`src/verilog/eatb_regs.vh`:
```
// Purpose: Register map, field positions and reset values of the ports.
// Assumes: APB with 32-bit data, one aligned word per register.
// Notes:   Offsets are byte addresses.
`ifndef EATB_REGS_VH
`define EATB_REGS_VH

// ==========================================================
// Register offsets
// ==========================================================
`define EATB_ADDR_W          5
`define EATB_OFF_WIDE_PIN    5'h00
`define EATB_OFF_WIDE_LAT    5'h04
`define EATB_OFF_WIDE_DIR    5'h08
`define EATB_OFF_SMALL_PIN   5'h0C
`define EATB_OFF_SMALL_LAT   5'h10
`define EATB_OFF_SMALL_DIR   5'h14
`define EATB_OFF_ANALOG_SEL  5'h18
`define EATB_OFF_PAR_CTRL    5'h1C

// ==========================================================
// Field positions
// ==========================================================
`define EATB_DIR_WIDE_PU     7
`define EATB_DIR_SMALL_PU    6
`define EATB_PAR_ENABLE      0
`define EATB_PAR_MASTER      1
`define EATB_PAR_BYTE_EN     2

// ==========================================================
// Reset values
// ==========================================================
`define EATB_RST_WIDE_LAT    8'h00
`define EATB_RST_WIDE_DIR    8'hFF
`define EATB_RST_SMALL_LAT   3'h0
`define EATB_RST_SMALL_DIR   3'h7
`define EATB_RST_PULLUP      1'h0
`define EATB_RST_ANALOG      3'h7
`define EATB_RST_PAR_CTRL    3'h0

`endif

```
`src/verilog/eatb_io_ports.v`:
```
// Purpose: Eight-bit and three-bit general-purpose I/O ports with APB
//          register access, weak pull-up control, analog selection and
//          parallel port pin sharing.
// Assumes: Pin inputs are synchronous to clk; APB master per AMBA.
// Notes:   Pin levels pass a two-flop stage before software sees them.
//
// The register offsets and register access over APB are this design's own decisions.
`timescale 1ns/1ps
`include "eatb_regs.vh"

module eatb_io_ports
#(
    parameter LARGE_PKG = 1  // One on the larger package variant.
)
(
    input  wire        clk,
    input  wire        rst,
    // APB slave.
    input  wire        psel,
    input  wire        penable,
    input  wire        pwrite,
    input  wire [31:0] paddr,
    input  wire [31:0] pwdata,
    output wire        pready,
    output wire [31:0] prdata,
    output wire        pslverr,
    // Eight-bit port pins.
    input  wire [7:0]  wide_pin_in,
    output wire [7:0]  wide_pin_out,
    output wire [7:0]  wide_pin_oe,
    output wire [7:0]  wide_pullup_on,
    // Three-bit port pins.
    input  wire [2:0]  small_pin_in,
    output wire [2:0]  small_pin_out,
    output wire [2:0]  small_pin_oe,
    output wire [2:0]  small_pullup_on,
    output wire [2:0]  analog_select,
    // Parallel port side.
    input  wire        par_read_strobe,
    input  wire        par_write_strobe,
    input  wire        par_byte_enable,
    input  wire [1:0]  par_data_out,
    input  wire        par_data_active,
    output wire        par_read_strobe_in,
    output wire        par_write_strobe_in,
    output wire [1:0]  par_data_in,
    // Remappable peripheral side for pins 23 and 24.
    input  wire [1:0]  remap_out,
    input  wire [1:0]  remap_active,
    output wire [1:0]  remap_in
);

    // ==========================================================
    // Constants and package gating
    // ==========================================================
    // The port logic exists only when the package carries the pins.
    localparam [0:0] IMPL = (LARGE_PKG != 0) ? 1'b1 : 1'b0;

    // ==========================================================
    // Register state
    // ==========================================================
    reg  [7:0]  wide_lat_ff;      // Eight-bit port output latch.
    reg  [7:0]  wide_dir_ff;      // Eight-bit port direction bits.
    reg  [2:0]  small_lat_ff;     // Three-bit port output latch.
    reg  [2:0]  small_dir_ff;     // Three-bit port direction bits.
    reg         wide_pu_ff;       // Eight-bit port group pull-up.
    reg         small_pu_ff;      // Three-bit port group pull-up.
    reg  [2:0]  analog_ff;        // Analog selection per pin.
    reg  [2:0]  par_ctrl_ff;      // Parallel port pin control.
    reg         pready_ff;        // APB ready.
    reg  [31:0] prdata_ff;        // APB read data.
    reg         pslverr_ff;       // APB error answer.
    reg  [7:0]  wide_meta_ff;     // First synchroniser stage.
    reg  [7:0]  wide_sync_ff;     // Second synchroniser stage.
    reg  [2:0]  small_meta_ff;    // First synchroniser stage.
    reg  [2:0]  small_sync_ff;    // Second synchroniser stage.
    reg  [7:0]  wide_out_ff;      // Registered pin output value.
    reg  [7:0]  wide_oe_ff;       // Registered pin output enable.
    reg  [7:0]  wide_pu_on_ff;    // Registered pull-up control.
    reg  [2:0]  small_out_ff;     // Registered pin output value.
    reg  [2:0]  small_oe_ff;      // Registered pin output enable.
    reg  [2:0]  small_pu_on_ff;   // Registered pull-up control.
    reg  [2:0]  analog_out_ff;    // Registered analog selection.
    reg         par_rd_in_ff;     // Incoming read strobe.
    reg         par_wr_in_ff;     // Incoming write strobe.
    reg  [1:0]  par_data_in_ff;   // Incoming parallel data.
    reg  [1:0]  remap_in_ff;      // Incoming remap pin levels.

    // ==========================================================
    // Bus decode
    // ==========================================================
    wire [`EATB_ADDR_W-1:0] addr_lo;   // Low address bits.
    wire        addr_hit;              // Address inside the map.
    wire        acc_phase;             // Access phase, not yet done.
    wire        wr_fire;               // Write takes effect now.
    reg  [31:0] nxt_prdata;            // Read data for this address.
    reg         nxt_hit;               // Offset is mapped.
    wire [2:0]  small_digital_in;      // Digital level, analog masked.

    assign addr_lo   = paddr[`EATB_ADDR_W-1:0];
    assign addr_hit  = (paddr[31:`EATB_ADDR_W] == 27'h0000000) & nxt_hit;
    assign acc_phase = psel & penable & ~pready_ff;
    // A write lands only at the edge where ready is sampled high.
    assign wr_fire   = psel & penable & pready_ff & pwrite & addr_hit;

    // Analog-selected pins have their digital input path cut.
    assign small_digital_in = small_sync_ff & ~analog_ff;

    // Read multiplexer; unimplemented bits read as zero.
    always @*
    begin
        nxt_prdata = 32'h00000000;
        nxt_hit    = 1'b1;
        case (addr_lo)
            `EATB_OFF_WIDE_PIN: nxt_prdata[7:0] = wide_sync_ff;
            `EATB_OFF_WIDE_LAT: nxt_prdata[7:0] = wide_lat_ff;
            `EATB_OFF_WIDE_DIR: nxt_prdata[7:0] = wide_dir_ff;
            `EATB_OFF_SMALL_PIN: nxt_prdata[2:0] = small_digital_in;
            // Latched value, never the pin level.
            `EATB_OFF_SMALL_LAT: nxt_prdata[2:0] = small_lat_ff;
            `EATB_OFF_SMALL_DIR:
            begin
                nxt_prdata[`EATB_DIR_WIDE_PU]  = wide_pu_ff;
                nxt_prdata[`EATB_DIR_SMALL_PU] = small_pu_ff;
                nxt_prdata[2:0] = small_dir_ff;
            end
            `EATB_OFF_ANALOG_SEL: nxt_prdata[2:0] = analog_ff;
            `EATB_OFF_PAR_CTRL: nxt_prdata[2:0] = par_ctrl_ff;
            default: nxt_hit = 1'b0;
        endcase
        // On the small package the whole map reads as zero.
        if (IMPL == 1'b0)
            nxt_prdata = 32'h00000000;
    end

    // ==========================================================
    // APB answer
    // ==========================================================
    // Ready rises one cycle into the access phase, with the read data
    // and error captured alongside, so every transfer takes two cycles
    // of access phase after setup.
    always @(posedge clk)
    begin
        if (rst | ~acc_phase)
        begin
            pready_ff  <= 1'b0;
            prdata_ff  <= 32'h00000000;
            pslverr_ff <= 1'b0;
        end
        else
        begin
            pready_ff  <= 1'b1;
            // Writes and unmapped reads answer with zero data.
            prdata_ff  <= (pwrite | ~addr_hit) ? 32'h00000000 : nxt_prdata;
            pslverr_ff <= ~addr_hit;
        end
    end

    // ==========================================================
    // Software registers
    // ==========================================================
    // Reset leaves the small port analog, inputs, with pull-ups off.
    always @(posedge clk)
    begin
        if (rst)
        begin
            wide_lat_ff  <= `EATB_RST_WIDE_LAT;
            wide_dir_ff  <= `EATB_RST_WIDE_DIR;
            small_lat_ff <= `EATB_RST_SMALL_LAT;
            small_dir_ff <= `EATB_RST_SMALL_DIR;
            wide_pu_ff   <= `EATB_RST_PULLUP;
            small_pu_ff  <= `EATB_RST_PULLUP;
            analog_ff    <= `EATB_RST_ANALOG;
            par_ctrl_ff  <= `EATB_RST_PAR_CTRL;
        end
        else if (wr_fire & IMPL)
        begin
            case (addr_lo)
                // A pin register write updates the latch.
                `EATB_OFF_WIDE_PIN, `EATB_OFF_WIDE_LAT:
                    wide_lat_ff <= pwdata[7:0];
                `EATB_OFF_WIDE_DIR: wide_dir_ff <= pwdata[7:0];
                `EATB_OFF_SMALL_PIN, `EATB_OFF_SMALL_LAT:
                    small_lat_ff <= pwdata[2:0];
                `EATB_OFF_SMALL_DIR:
                begin
                    wide_pu_ff   <= pwdata[`EATB_DIR_WIDE_PU];
                    small_pu_ff  <= pwdata[`EATB_DIR_SMALL_PU];
                    small_dir_ff <= pwdata[2:0];
                end
                `EATB_OFF_ANALOG_SEL: analog_ff <= pwdata[2:0];
                `EATB_OFF_PAR_CTRL: par_ctrl_ff <= pwdata[2:0];
                default: par_ctrl_ff <= par_ctrl_ff;
            endcase
        end
    end

    // ==========================================================
    // Pin input synchronisers
    // ==========================================================
    // The first stage is read only by the second.
    always @(posedge clk)
    begin
        if (rst)
        begin
            wide_meta_ff  <= 8'h00;
            wide_sync_ff  <= 8'h00;
            small_meta_ff <= 3'h0;
            small_sync_ff <= 3'h0;
        end
        else
        begin
            wide_meta_ff  <= wide_pin_in;
            wide_sync_ff  <= wide_meta_ff;
            small_meta_ff <= small_pin_in;
            small_sync_ff <= small_meta_ff;
        end
    end

    // ==========================================================
    // Eight-bit port pin drivers
    // ==========================================================
    // Pins 6 and 7 share with parallel data and remap pins; a remap
    // peripheral outranks parallel data, which outranks the latch.
    // The direction bit always sets the driver.
    genvar gi;
    generate
        for (gi = 0; gi < 8; gi = gi + 1)
        begin : g_wide
            wire nxt_val;  // Selected output value for this pin.
            if (gi >= 6)
            begin : g_shared
                assign nxt_val =
                    remap_active[gi-6] ? remap_out[gi-6] :
                    par_data_active    ? par_data_out[gi-6] :
                    wide_lat_ff[gi];
            end
            else
            begin : g_plain
                assign nxt_val = wide_lat_ff[gi];
            end
            always @(posedge clk)
            begin
                if (rst)
                begin
                    wide_out_ff[gi]   <= 1'b0;
                    wide_oe_ff[gi]    <= 1'b0;
                    wide_pu_on_ff[gi] <= 1'b0;
                end
                else
                begin
                    wide_out_ff[gi] <= nxt_val & IMPL;
                    // Direction zero drives, one floats.
                    wide_oe_ff[gi] <= ~wide_dir_ff[gi] & IMPL;
                    // Pull-up only for a pin that is an input.
                    wide_pu_on_ff[gi] <= wide_pu_ff &
                                         wide_dir_ff[gi] & IMPL;
                end
            end
        end
    endgenerate

    // ==========================================================
    // Three-bit port pin drivers
    // ==========================================================
    // Each pin drives its latch or its parallel strobe; the analog
    // selection plays no part in the output path.
    generate
        for (gi = 0; gi < 3; gi = gi + 1)
        begin : g_small
            wire par_drv;  // Parallel function owns this pin.
            wire par_val;  // Parallel strobe value for this pin.
            if (gi == 0)
            begin : g_rd
                // Read strobe is an output only in master use.
                assign par_drv = par_ctrl_ff[`EATB_PAR_ENABLE] &
                                 par_ctrl_ff[`EATB_PAR_MASTER];
                assign par_val = par_read_strobe;
            end
            else if (gi == 1)
            begin : g_wr
                assign par_drv = par_ctrl_ff[`EATB_PAR_ENABLE];
                assign par_val = par_write_strobe;
            end
            else
            begin : g_cs
                assign par_drv = par_ctrl_ff[`EATB_PAR_ENABLE] &
                                 par_ctrl_ff[`EATB_PAR_BYTE_EN];
                assign par_val = par_byte_enable;
            end
            always @(posedge clk)
            begin
                if (rst)
                begin
                    small_out_ff[gi]   <= 1'b0;
                    small_oe_ff[gi]    <= 1'b0;
                    small_pu_on_ff[gi] <= 1'b0;
                end
                else
                begin
                    small_out_ff[gi] <= (par_drv ? par_val :
                                         small_lat_ff[gi]) & IMPL;
                    // Direction rules the driver, analog or not.
                    small_oe_ff[gi] <= ~small_dir_ff[gi] &
                                       IMPL;
                    small_pu_on_ff[gi] <= small_pu_ff & small_dir_ff[gi] &
                                          IMPL;
                end
            end
        end
    endgenerate

    // ==========================================================
    // Peripheral input paths
    // ==========================================================
    // Incoming strobes use the digital path, so analog pins read zero.
    always @(posedge clk)
    begin
        if (rst)
        begin
            analog_out_ff  <= `EATB_RST_ANALOG;
            par_rd_in_ff   <= 1'b0;
            par_wr_in_ff   <= 1'b0;
            par_data_in_ff <= 2'h0;
            remap_in_ff    <= 2'h0;
        end
        else
        begin
            analog_out_ff  <= analog_ff & {3{IMPL}};
            par_rd_in_ff   <= small_digital_in[0] & IMPL;
            par_wr_in_ff   <= small_digital_in[1] & IMPL;
            par_data_in_ff <= wide_sync_ff[7:6] & {2{IMPL}};
            remap_in_ff    <= wide_sync_ff[7:6] & {2{IMPL}};
        end
    end

    // ==========================================================
    // Output wiring
    // ==========================================================
    assign pready              = pready_ff;
    assign prdata              = prdata_ff;
    assign pslverr             = pslverr_ff;
    assign wide_pin_out        = wide_out_ff;
    assign wide_pin_oe         = wide_oe_ff;
    assign wide_pullup_on      = wide_pu_on_ff;
    assign small_pin_out       = small_out_ff;
    assign small_pin_oe        = small_oe_ff;
    assign small_pullup_on     = small_pu_on_ff;
    assign analog_select       = analog_out_ff;
    assign par_read_strobe_in  = par_rd_in_ff;
    assign par_write_strobe_in = par_wr_in_ff;
    assign par_data_in         = par_data_in_ff;
    assign remap_in            = remap_in_ff;

endmodule // eatb_io_ports

```
`config.mk`:
```
export PLATFORM = sky130hd
export DESIGN_NAME = eatb_io_ports
export DESIGN_NICKNAME = d
export VERILOG_FILES = /design/src/verilog/eatb_io_ports.v
export VERILOG_INCLUDE_DIRS = /design/src /design/src/verilog
export SDC_FILE = /design/constraint.sdc
export NUM_CORES = 1
export LEC_CHECK = 0
export ABC_CLOCK_PERIOD_IN_PS = 6100
export BUFFER_PORTS_ARGS = -buffer_cell sky130_fd_sc_hd__buf_2
export CAP_MARGIN = 10
export CORE_UTILIZATION = 45
export CTS_CLUSTER_DIAMETER = 150
export DETAILED_ROUTE_END_ITERATION = 6
export PLACE_DENSITY = 0.76
export SLEW_MARGIN = 25
export SYNTH_ARGS = -nofsm -noshare
export SYNTH_HDL_FRONTEND = slang
export SYNTH_SLANG_ARGS = --single-unit
```
`constraint.sdc`:
```
create_clock -name clk -period 6.1 [get_ports clk]
set_clock_uncertainty 0.2 [all_clocks]
set_input_delay 0.61 -clock clk [delete_from_list [all_inputs] [get_ports clk]]
set_output_delay 0.61 -clock clk [all_outputs]
set_load 0.02 [all_outputs]
```
==> results of run 1 <==
-- path summary, 6_finish.rpt --
kind,to,startpoint,cells past startpoint
worst max-delay path,wide_lat_ff[5]$_SDFFE_PP0P_,paddr[19],5
worst min-delay path,small_sync_ff[2]$_SDFF_PP0_,small_meta_ff[2]$_SDFF_PP0_,1
worst max register to register,wide_lat_ff[5]$_SDFFE_PP0P_,pready$_DFF_P_,3
worst min register to register,small_sync_ff[2]$_SDFF_PP0_,small_meta_ff[2]$_SDFF_PP0_,1
-- cell usage after synthesis, drive strengths merged --
master	count
nand2	8
or2	1
nand3	5
nand4	3
nand2b	17
nor3	5
a22oi	2
clkbuf	7
nor2b	39
mux2	4
a2bb2oi	1
nor2	34
and3	1
buf	32
mux4	6
nor4	13
o2bb2ai	1
dfxtp	102
nor3b	2
conb	1
or3	1
and3b	1
inv	10
nand3b	1
and2	14
o21ai	2
a21oi	7
mux2i	36
-- state kept, by name, indices dropped and copies added (netlist names), 8 cells and up --
name / count
wide_pin_out: 8
wide_lat_ff: 8
wide_pin_oe: 8
wide_dir_ff: 8
prdata: 8
wide_pullup_on: 8
wide_sync_ff: 8
wide_meta_ff: 8
-- power groups by stage --
stage / Sequential [mW] / Combinational (mW) / Clock [mW]
2_1_floorplan: 0.693 / 0.0637 / 0
3_3_place_gp: 0.692 / 0.0876 / 0
3_5_place_dp: 0.692 / 0.0892 / 0
4_1_cts: 0.676 / 0.0896 / 0.452
5_1_grt: 0.677 / 0.0971 / 0.481
6_report: 0.676 / 0.0893 / 0.444
-- cell type report --
cell class | instances | area, µm²
sequential | 102 | 2040
multi-input combinational | 228 | 1670
tap | 105 | 131
inverter | 10 | 37.5
clock buffer | 11 | 131
fill | 737 | 3620
timing repair buffer | 118 | 593
clock inverter | 4 | 72.6
-- per-layer routing --
| layer | vias up | wire (µm) | global-route usage |
|---|---|---|---|
| met3 | 7 | 615 | 0.0510 |
| met2 | 117 | 3760 | 0.293 |
| li1 | 1361 | - | - |
| met1 | 1237 | 3400 | 0.213 |
| met4 | 0 | 93 | 0.0581 |
| met5 | - | 0 | 0 |
-- logic make-up (layout without fill, tap and decap cells) --
logic type             after synthesis  count (layout)  synth area share
AO/OA/AOI/OAI                       13              13            0.0198
multiplexers                        46              46             0.138
other                                1              24          0.000959
flip-flops                         102             102             0.522
AND/OR/NAND/NOR                    145             145             0.245
buffers and inverters               49             143            0.0733
-- worst max-delay path: stages --
cell and delay (ns):
buf_2 0.11, nor4_4 0.32, nand4_4 0.25, nor4_4 0.76, mux2_2 0.41
-- stage by stage --
stage	instance area (µm²)	power [mW]	hold slack [ns]
6_report	4670	1.21	0.241
3_3_place_gp	4470	0.779	0.219
3_5_place_dp	4470	0.781	0.221
4_1_cts	4670	1.22	0.240
2_1_floorplan	4000	0.757	0.213
5_1_grt	4670	1.26	0.246
==> results.sh, run 1 <==
export IMPL_status="finished clean"
export IMPL_yosys_area_top_type_share=0.522
export IMPL_cp_end_kind="register"
export IMPL_insertion_delay_ns=0.36
export IMPL_path_clk_slew_ns=0.09
export IMPL_cts_buffers=9
export IMPL_fin_cells=578
export IMPL_h_tree_depth=3
export IMPL_clock_power_share=0.367
export IMPL_p_leak_nw=2.06
export IMPL_core_um2=8300
export IMPL_fin_nets=559
export IMPL_hold_buffers=0
export IMPL_postSynthAreaPerCell_um2=11.0
export IMPL_ys_types=33
export IMPL_io_pins=166
export IMPL_fin_tns_setup_ns=0
export IMPL_drive_above_1_share=0.326
export IMPL_cts_resized=0
export IMPL_die_x_um=95.2
export IMPL_cp_start_kind="input pin"
export IMPL_io_buffers=117
export IMPL_postCtsSetupRepairBufs=0
export IMPL_min_period_ns=2.42
export IMPL_final_antenna_net_count=0
export IMPL_power_net_switching_mw=0.271
export IMPL_internal_power_mw=0.938
export IMPL_dp_cells=563
export IMPL_vias_per_cell=4.71
export IMPL_dieArea_um2=9060
export IMPL_post_drt_wl_per_cell_um=13.6
export IMPL_drc=0
export IMPL_place_hpwl_um=5910
export IMPL_worstPathRequired_ns=6.16
export IMPL_fin_util=0.563
export IMPL_post_route_period_util=0.397
export IMPL_grt_max_degree=77
export IMPL_cts_sinks=102
export IMPL_max_slew_margin=0.401
export IMPL_combPwrFrac=0.074
export IMPL_maxSlewViolCount=0
export IMPL_root_buffer="clkbuf_8"
export IMPL_start_util=0.471
export IMPL_globalRouteTotalUtil=0.174
export IMPL_cp_max_fo=8
export IMPL_netlist_area_um2=3910
export IMPL_synth_top_area_cell="dfxtp_1"
export IMPL_crit_arrival_ns=2.48
export IMPL_rsz0062_at_grt="false"
export IMPL_cts_tree="yes"
export IMPL_drt_iter0_markers=138
export IMPL_ys_seq_area_frac=0.522
export IMPL_grt_pass1_wl_um=11800
export IMPL_p_per_area_nw_per_um2=259
export IMPL_hp_class="reg -> reg"
export IMPL_mostFrequentLayoutCells="buf_2, dfxtp_1, nor2b_1, mux2i_1, nor2_1"
export IMPL_netlist_instances=356
export IMPL_worst_slew_pin_transition_ns=0.890
export IMPL_r2r_slack_ns=4.02
export IMPL_totalWireLength_um=7880
export IMPL_switching_share=0.224
export IMPL_drt_pass1_iter_count=4
export IMPL_place_ws_ns=3.27
export IMPL_cts_buffer_depth=2
export IMPL_antenna_found_initial=0
export IMPL_setup_viol=0
export IMPL_ys_warn_count=0
export IMPL_place_congestion=0.808
export IMPL_timing_fmax_mhz=413
export IMPL_p_seq_frac=0.559
export IMPL_mostFrequentLayoutCell="buf_2"
export IMPL_grt_overflow=0
export IMPL_grt_pass1_vias=2544
export IMPL_syn_to_final_growth_pct=19.6
export IMPL_vias=2722
export IMPL_crit_type="in -> reg"
export IMPL_setup_ws_ns=3.68
export IMPL_max_vdd_ir_drop_mv=0.113
export IMPL_finalHoldViolations=0
export IMPL_cap_violations=0
export IMPL_ys_ff_latch=102
export IMPL_die_y_um=95.2
export IMPL_synth_area_leaders="dfxtp_1, mux2i_1, nor2b_1"
export IMPL_diodes=0
export IMPL_num_rows=33
Power figures use the tool's default switching activity.
==> inputs of run 2 (changes only) <==
Settings changed: ABC_AREA set to 1, ABC_CLOCK_PERIOD_IN_PS 6100 to 1900, CORE_UTILIZATION 45 to 43.
Clock period 6.1 ns to 1.9 ns, I/O delays scaled along.
==> results.sh, run 2 <==
export IMPL_synth_simple_area_share=0.288
export IMPL_p_seq_frac=0.559
export IMPL_ys_ff_latch=102
export IMPL_cts_sinks=102
export IMPL_stdcell_area_um2=5100
export IMPL_finalHoldViolations=0
export IMPL_mostFrequentLayoutCells="buf_2, nor2_1, dfxtp_1, nand2_1, inv_1"
export IMPL_synth_xor_area_frac=0
export IMPL_yosys_area_top_type_share=0.511
export IMPL_dp_cells=748
export IMPL_cap_violations=0
export IMPL_worstPathRequired_ns=2.00
export IMPL_place_hpwl_um=7030
export IMPL_drt_iter0_markers=253
export IMPL_synth_area_leaders="dfxtp_1, nor2_1, nand2_1"
export IMPL_cts_tree="yes"
export IMPL_min_period_ns=1.65
export IMPL_r2r_end="wide_pin_out[7]$_SDFF_PP0_"
export IMPL_timing_fmax_mhz=606
export IMPL_drc=8
export IMPL_fin_nets=770
export IMPL_max_vdd_ir_drop_mv=0.370
export IMPL_total_power_mw=3.88
export IMPL_vias=3730
export IMPL_post_route_period_util=0.868
export IMPL_antenna_found_initial=0
export IMPL_crit_arrival_ns=1.75
export IMPL_fin_tns_setup_ns=0
export IMPL_vias_per_cell=4.70
export IMPL_worstHoldPathCells=5
export IMPL_cp_start_kind="input pin"
export IMPL_synth_top_family_by_area="simple AND/OR/NAND/NOR gates"
export IMPL_setup_viol=0
export IMPL_postSynthAreaPerCell_um2=7.45
export IMPL_totalWireLength_um=9760
export IMPL_final_antenna_net_count=0
export IMPL_io_pins=166
export IMPL_cp_end_kind="register"
export IMPL_synth_most_common_cell="nor2_1"
export IMPL_root_buffer="clkbuf_8"
export IMPL_r2r_slack_ns=0.39
export IMPL_post_dp_cell_area_um2=4610
export IMPL_status="finished with violations"
export IMPL_grt_pass1_wl_um=15400
export IMPL_synth_top_area_cell="dfxtp_1"
export IMPL_die_x_um=98.4
export IMPL_ys_top_cells_by_count="nor2_1, dfxtp_1, nand2_1, inv_1, nand4_1"
export IMPL_violations="DRC"
export IMPL_grt_pass1_vias=3372
export IMPL_diodes=0
export IMPL_synthAdderAreaFrac=0
export IMPL_core_um2=8850
export IMPL_rsz0062_at_grt="false"
export IMPL_cts_resized=0
export IMPL_synth_main_ff_cell="dfxtp_1"
export IMPL_path_clk_slew_ns=0.10
export IMPL_start_util=0.451
export IMPL_drive_above_1_share=0.218
export IMPL_grt_max_degree=51
export IMPL_ys_warn_count=0
export IMPL_p_per_area_nw_per_um2=761
export IMPL_fin_cells=793
export IMPL_netlist_instances=536
export IMPL_ys_types=23
export IMPL_synth_edff_count=0
export IMPL_async_flop_share=0
export IMPL_p_leak_nw=2.65
export IMPL_hold_end="prdata[1]$_SDFF_PP0_"
export IMPL_r2r_cells=5
export IMPL_power_net_switching_mw=0.967
export IMPL_rr_startpoint="wide_lat_ff[7]$_SDFFE_PP0P_"
export IMPL_num_rows=34
export IMPL_synth_mux_area_frac=0
export IMPL_ys_seq_area_frac=0.511
export IMPL_io_buffers=117
export IMPL_globalRouteTotalUtil=0.206
export IMPL_dieArea_um2=9680
export IMPL_crit_type="in -> reg"
export IMPL_post_drt_wl_per_cell_um=12.3
export IMPL_switching_share=0.249
export IMPL_cts_buffer_depth=2
export IMPL_insertion_delay_ns=0.36
export IMPL_clock_power_share=0.361
export IMPL_hp_start="penable"
export IMPL_die_y_um=98.4
export IMPL_hp_class="in -> reg"
export IMPL_maxSlewViolCount=0
export IMPL_combPwrFrac=0.080
export IMPL_place_congestion=0.860
export IMPL_synth_compound_area_frac=0.0457
export IMPL_grt_overflow=0
export IMPL_mostFrequentLayoutCell="buf_2"
export IMPL_drt_pass1_iter_count=7
export IMPL_h_tree_depth=3
export IMPL_internal_power_mw=2.92
export IMPL_netlist_area_um2=4000
export IMPL_syn_to_final_growth_pct=27.7
export IMPL_cp_max_fo=36
export IMPL_cts_buffers=9
==> run 2: cell types whose count changed in the layout (fill, tap and decap cells not counted), sizes merged, moves of 23 or more <==
cell and delta:
nand2 +86, nand3 +23, dlygate4sd3 +29, inv +80
nor2b -39, nor2 +76, mux2i -36, nand4 +29
==> run 2: final cells by class <==
type                       instances  area (µm²)
timing repair buffer             154         961
sequential                       102        2040
inverter                          90         338
fill                             815        3750
clock buffer                       9         124
clock inverter                     7        80.1
tap                              108         135
multi-input combinational        323        1420
==> run 2: power groups by stage <==
stage | clock (mW) | sequential, mW | combinational, mW
after CTS | 1.43 | 2.17 | 0.306
after global placement | 0 | 2.22 | 0.256
final | 1.40 | 2.17 | 0.309
after global routing | 1.53 | 2.17 | 0.341
after floorplan | 0 | 2.23 | 0.180
after detailed placement | 0 | 2.22 | 0.260
==> run 2: stage by stage <==
| stage | setup slack, ns | hold slack (ns) | util |
|---|---|---|---|
| floorplan | 0.277 | 0.0970 | - |
| global placement | 0.151 | 0.192 | 0.521 |
| detailed placement | 0.0907 | 0.195 | 0.521 |
| CTS | 0.308 | 0.101 | 0.576 |
| global route | 0.185 | 0.158 | 0.576 |
| finish | 0.251 | 0.114 | 0.576 |
==> run 2: how the worst max path moves through the flow <==
stage,depth (start not counted),from,end
global placement,11,paddr[1],wide_lat_ff[6]$_SDFFE_PP0P_
floorplan,6,pready$_DFF_P_,par_ctrl_ff[2]$_SDFFE_PP0P_
global route,9,pwrite,wide_lat_ff[7]$_SDFFE_PP0P_
CTS,9,pwrite,wide_lat_ff[7]$_SDFFE_PP0P_
detailed placement,11,paddr[1],wide_lat_ff[7]$_SDFFE_PP0P_
finish,9,pwrite,wide_lat_ff[7]$_SDFFE_PP0P_
==> run 2: layer usage <==
layer / wire [µm] / vias to the layer above / GRT usage
met3: 591 / 19 / 0.0401
met5: 0 / - / 0
met4: 198 / 0 / 0.0873
met1: 4120 / 1666 / 0.243
li1: - / 1889 / -
met2: 4860 / 156 / 0.364
==> run 2: cells by family (layout without fill, tap and decap cells) <==
| group | after synthesis | in the layout |
|---|---|---|
| buffers and inverters | 134 | 260 |
| other | 1 | 24 |
| DFF | 102 | 102 |
| and+or+nand+nor | 265 | 265 |
| AOI/OAI and AO/OA | 34 | 34 |
==> run 2: timing repair <==
item | in CTS | in global routing
hold buffers | 29 | 0
hold endpoints to repair | 36 | 0
endpoints found under the setup margin | 0 | 0
buffers inserted | 0 | 0
==> run 2: critical path, stage by stage <==
cell and delay [ns]:
dlygate4sd3_1 0.52, buf_2 0.11, nand3_1 0.09, nor2_2 0.14
buf_12 0.21, nand3_2 0.21, nand2_1 0.11, inv_1 0.04
nor2_1 0.11
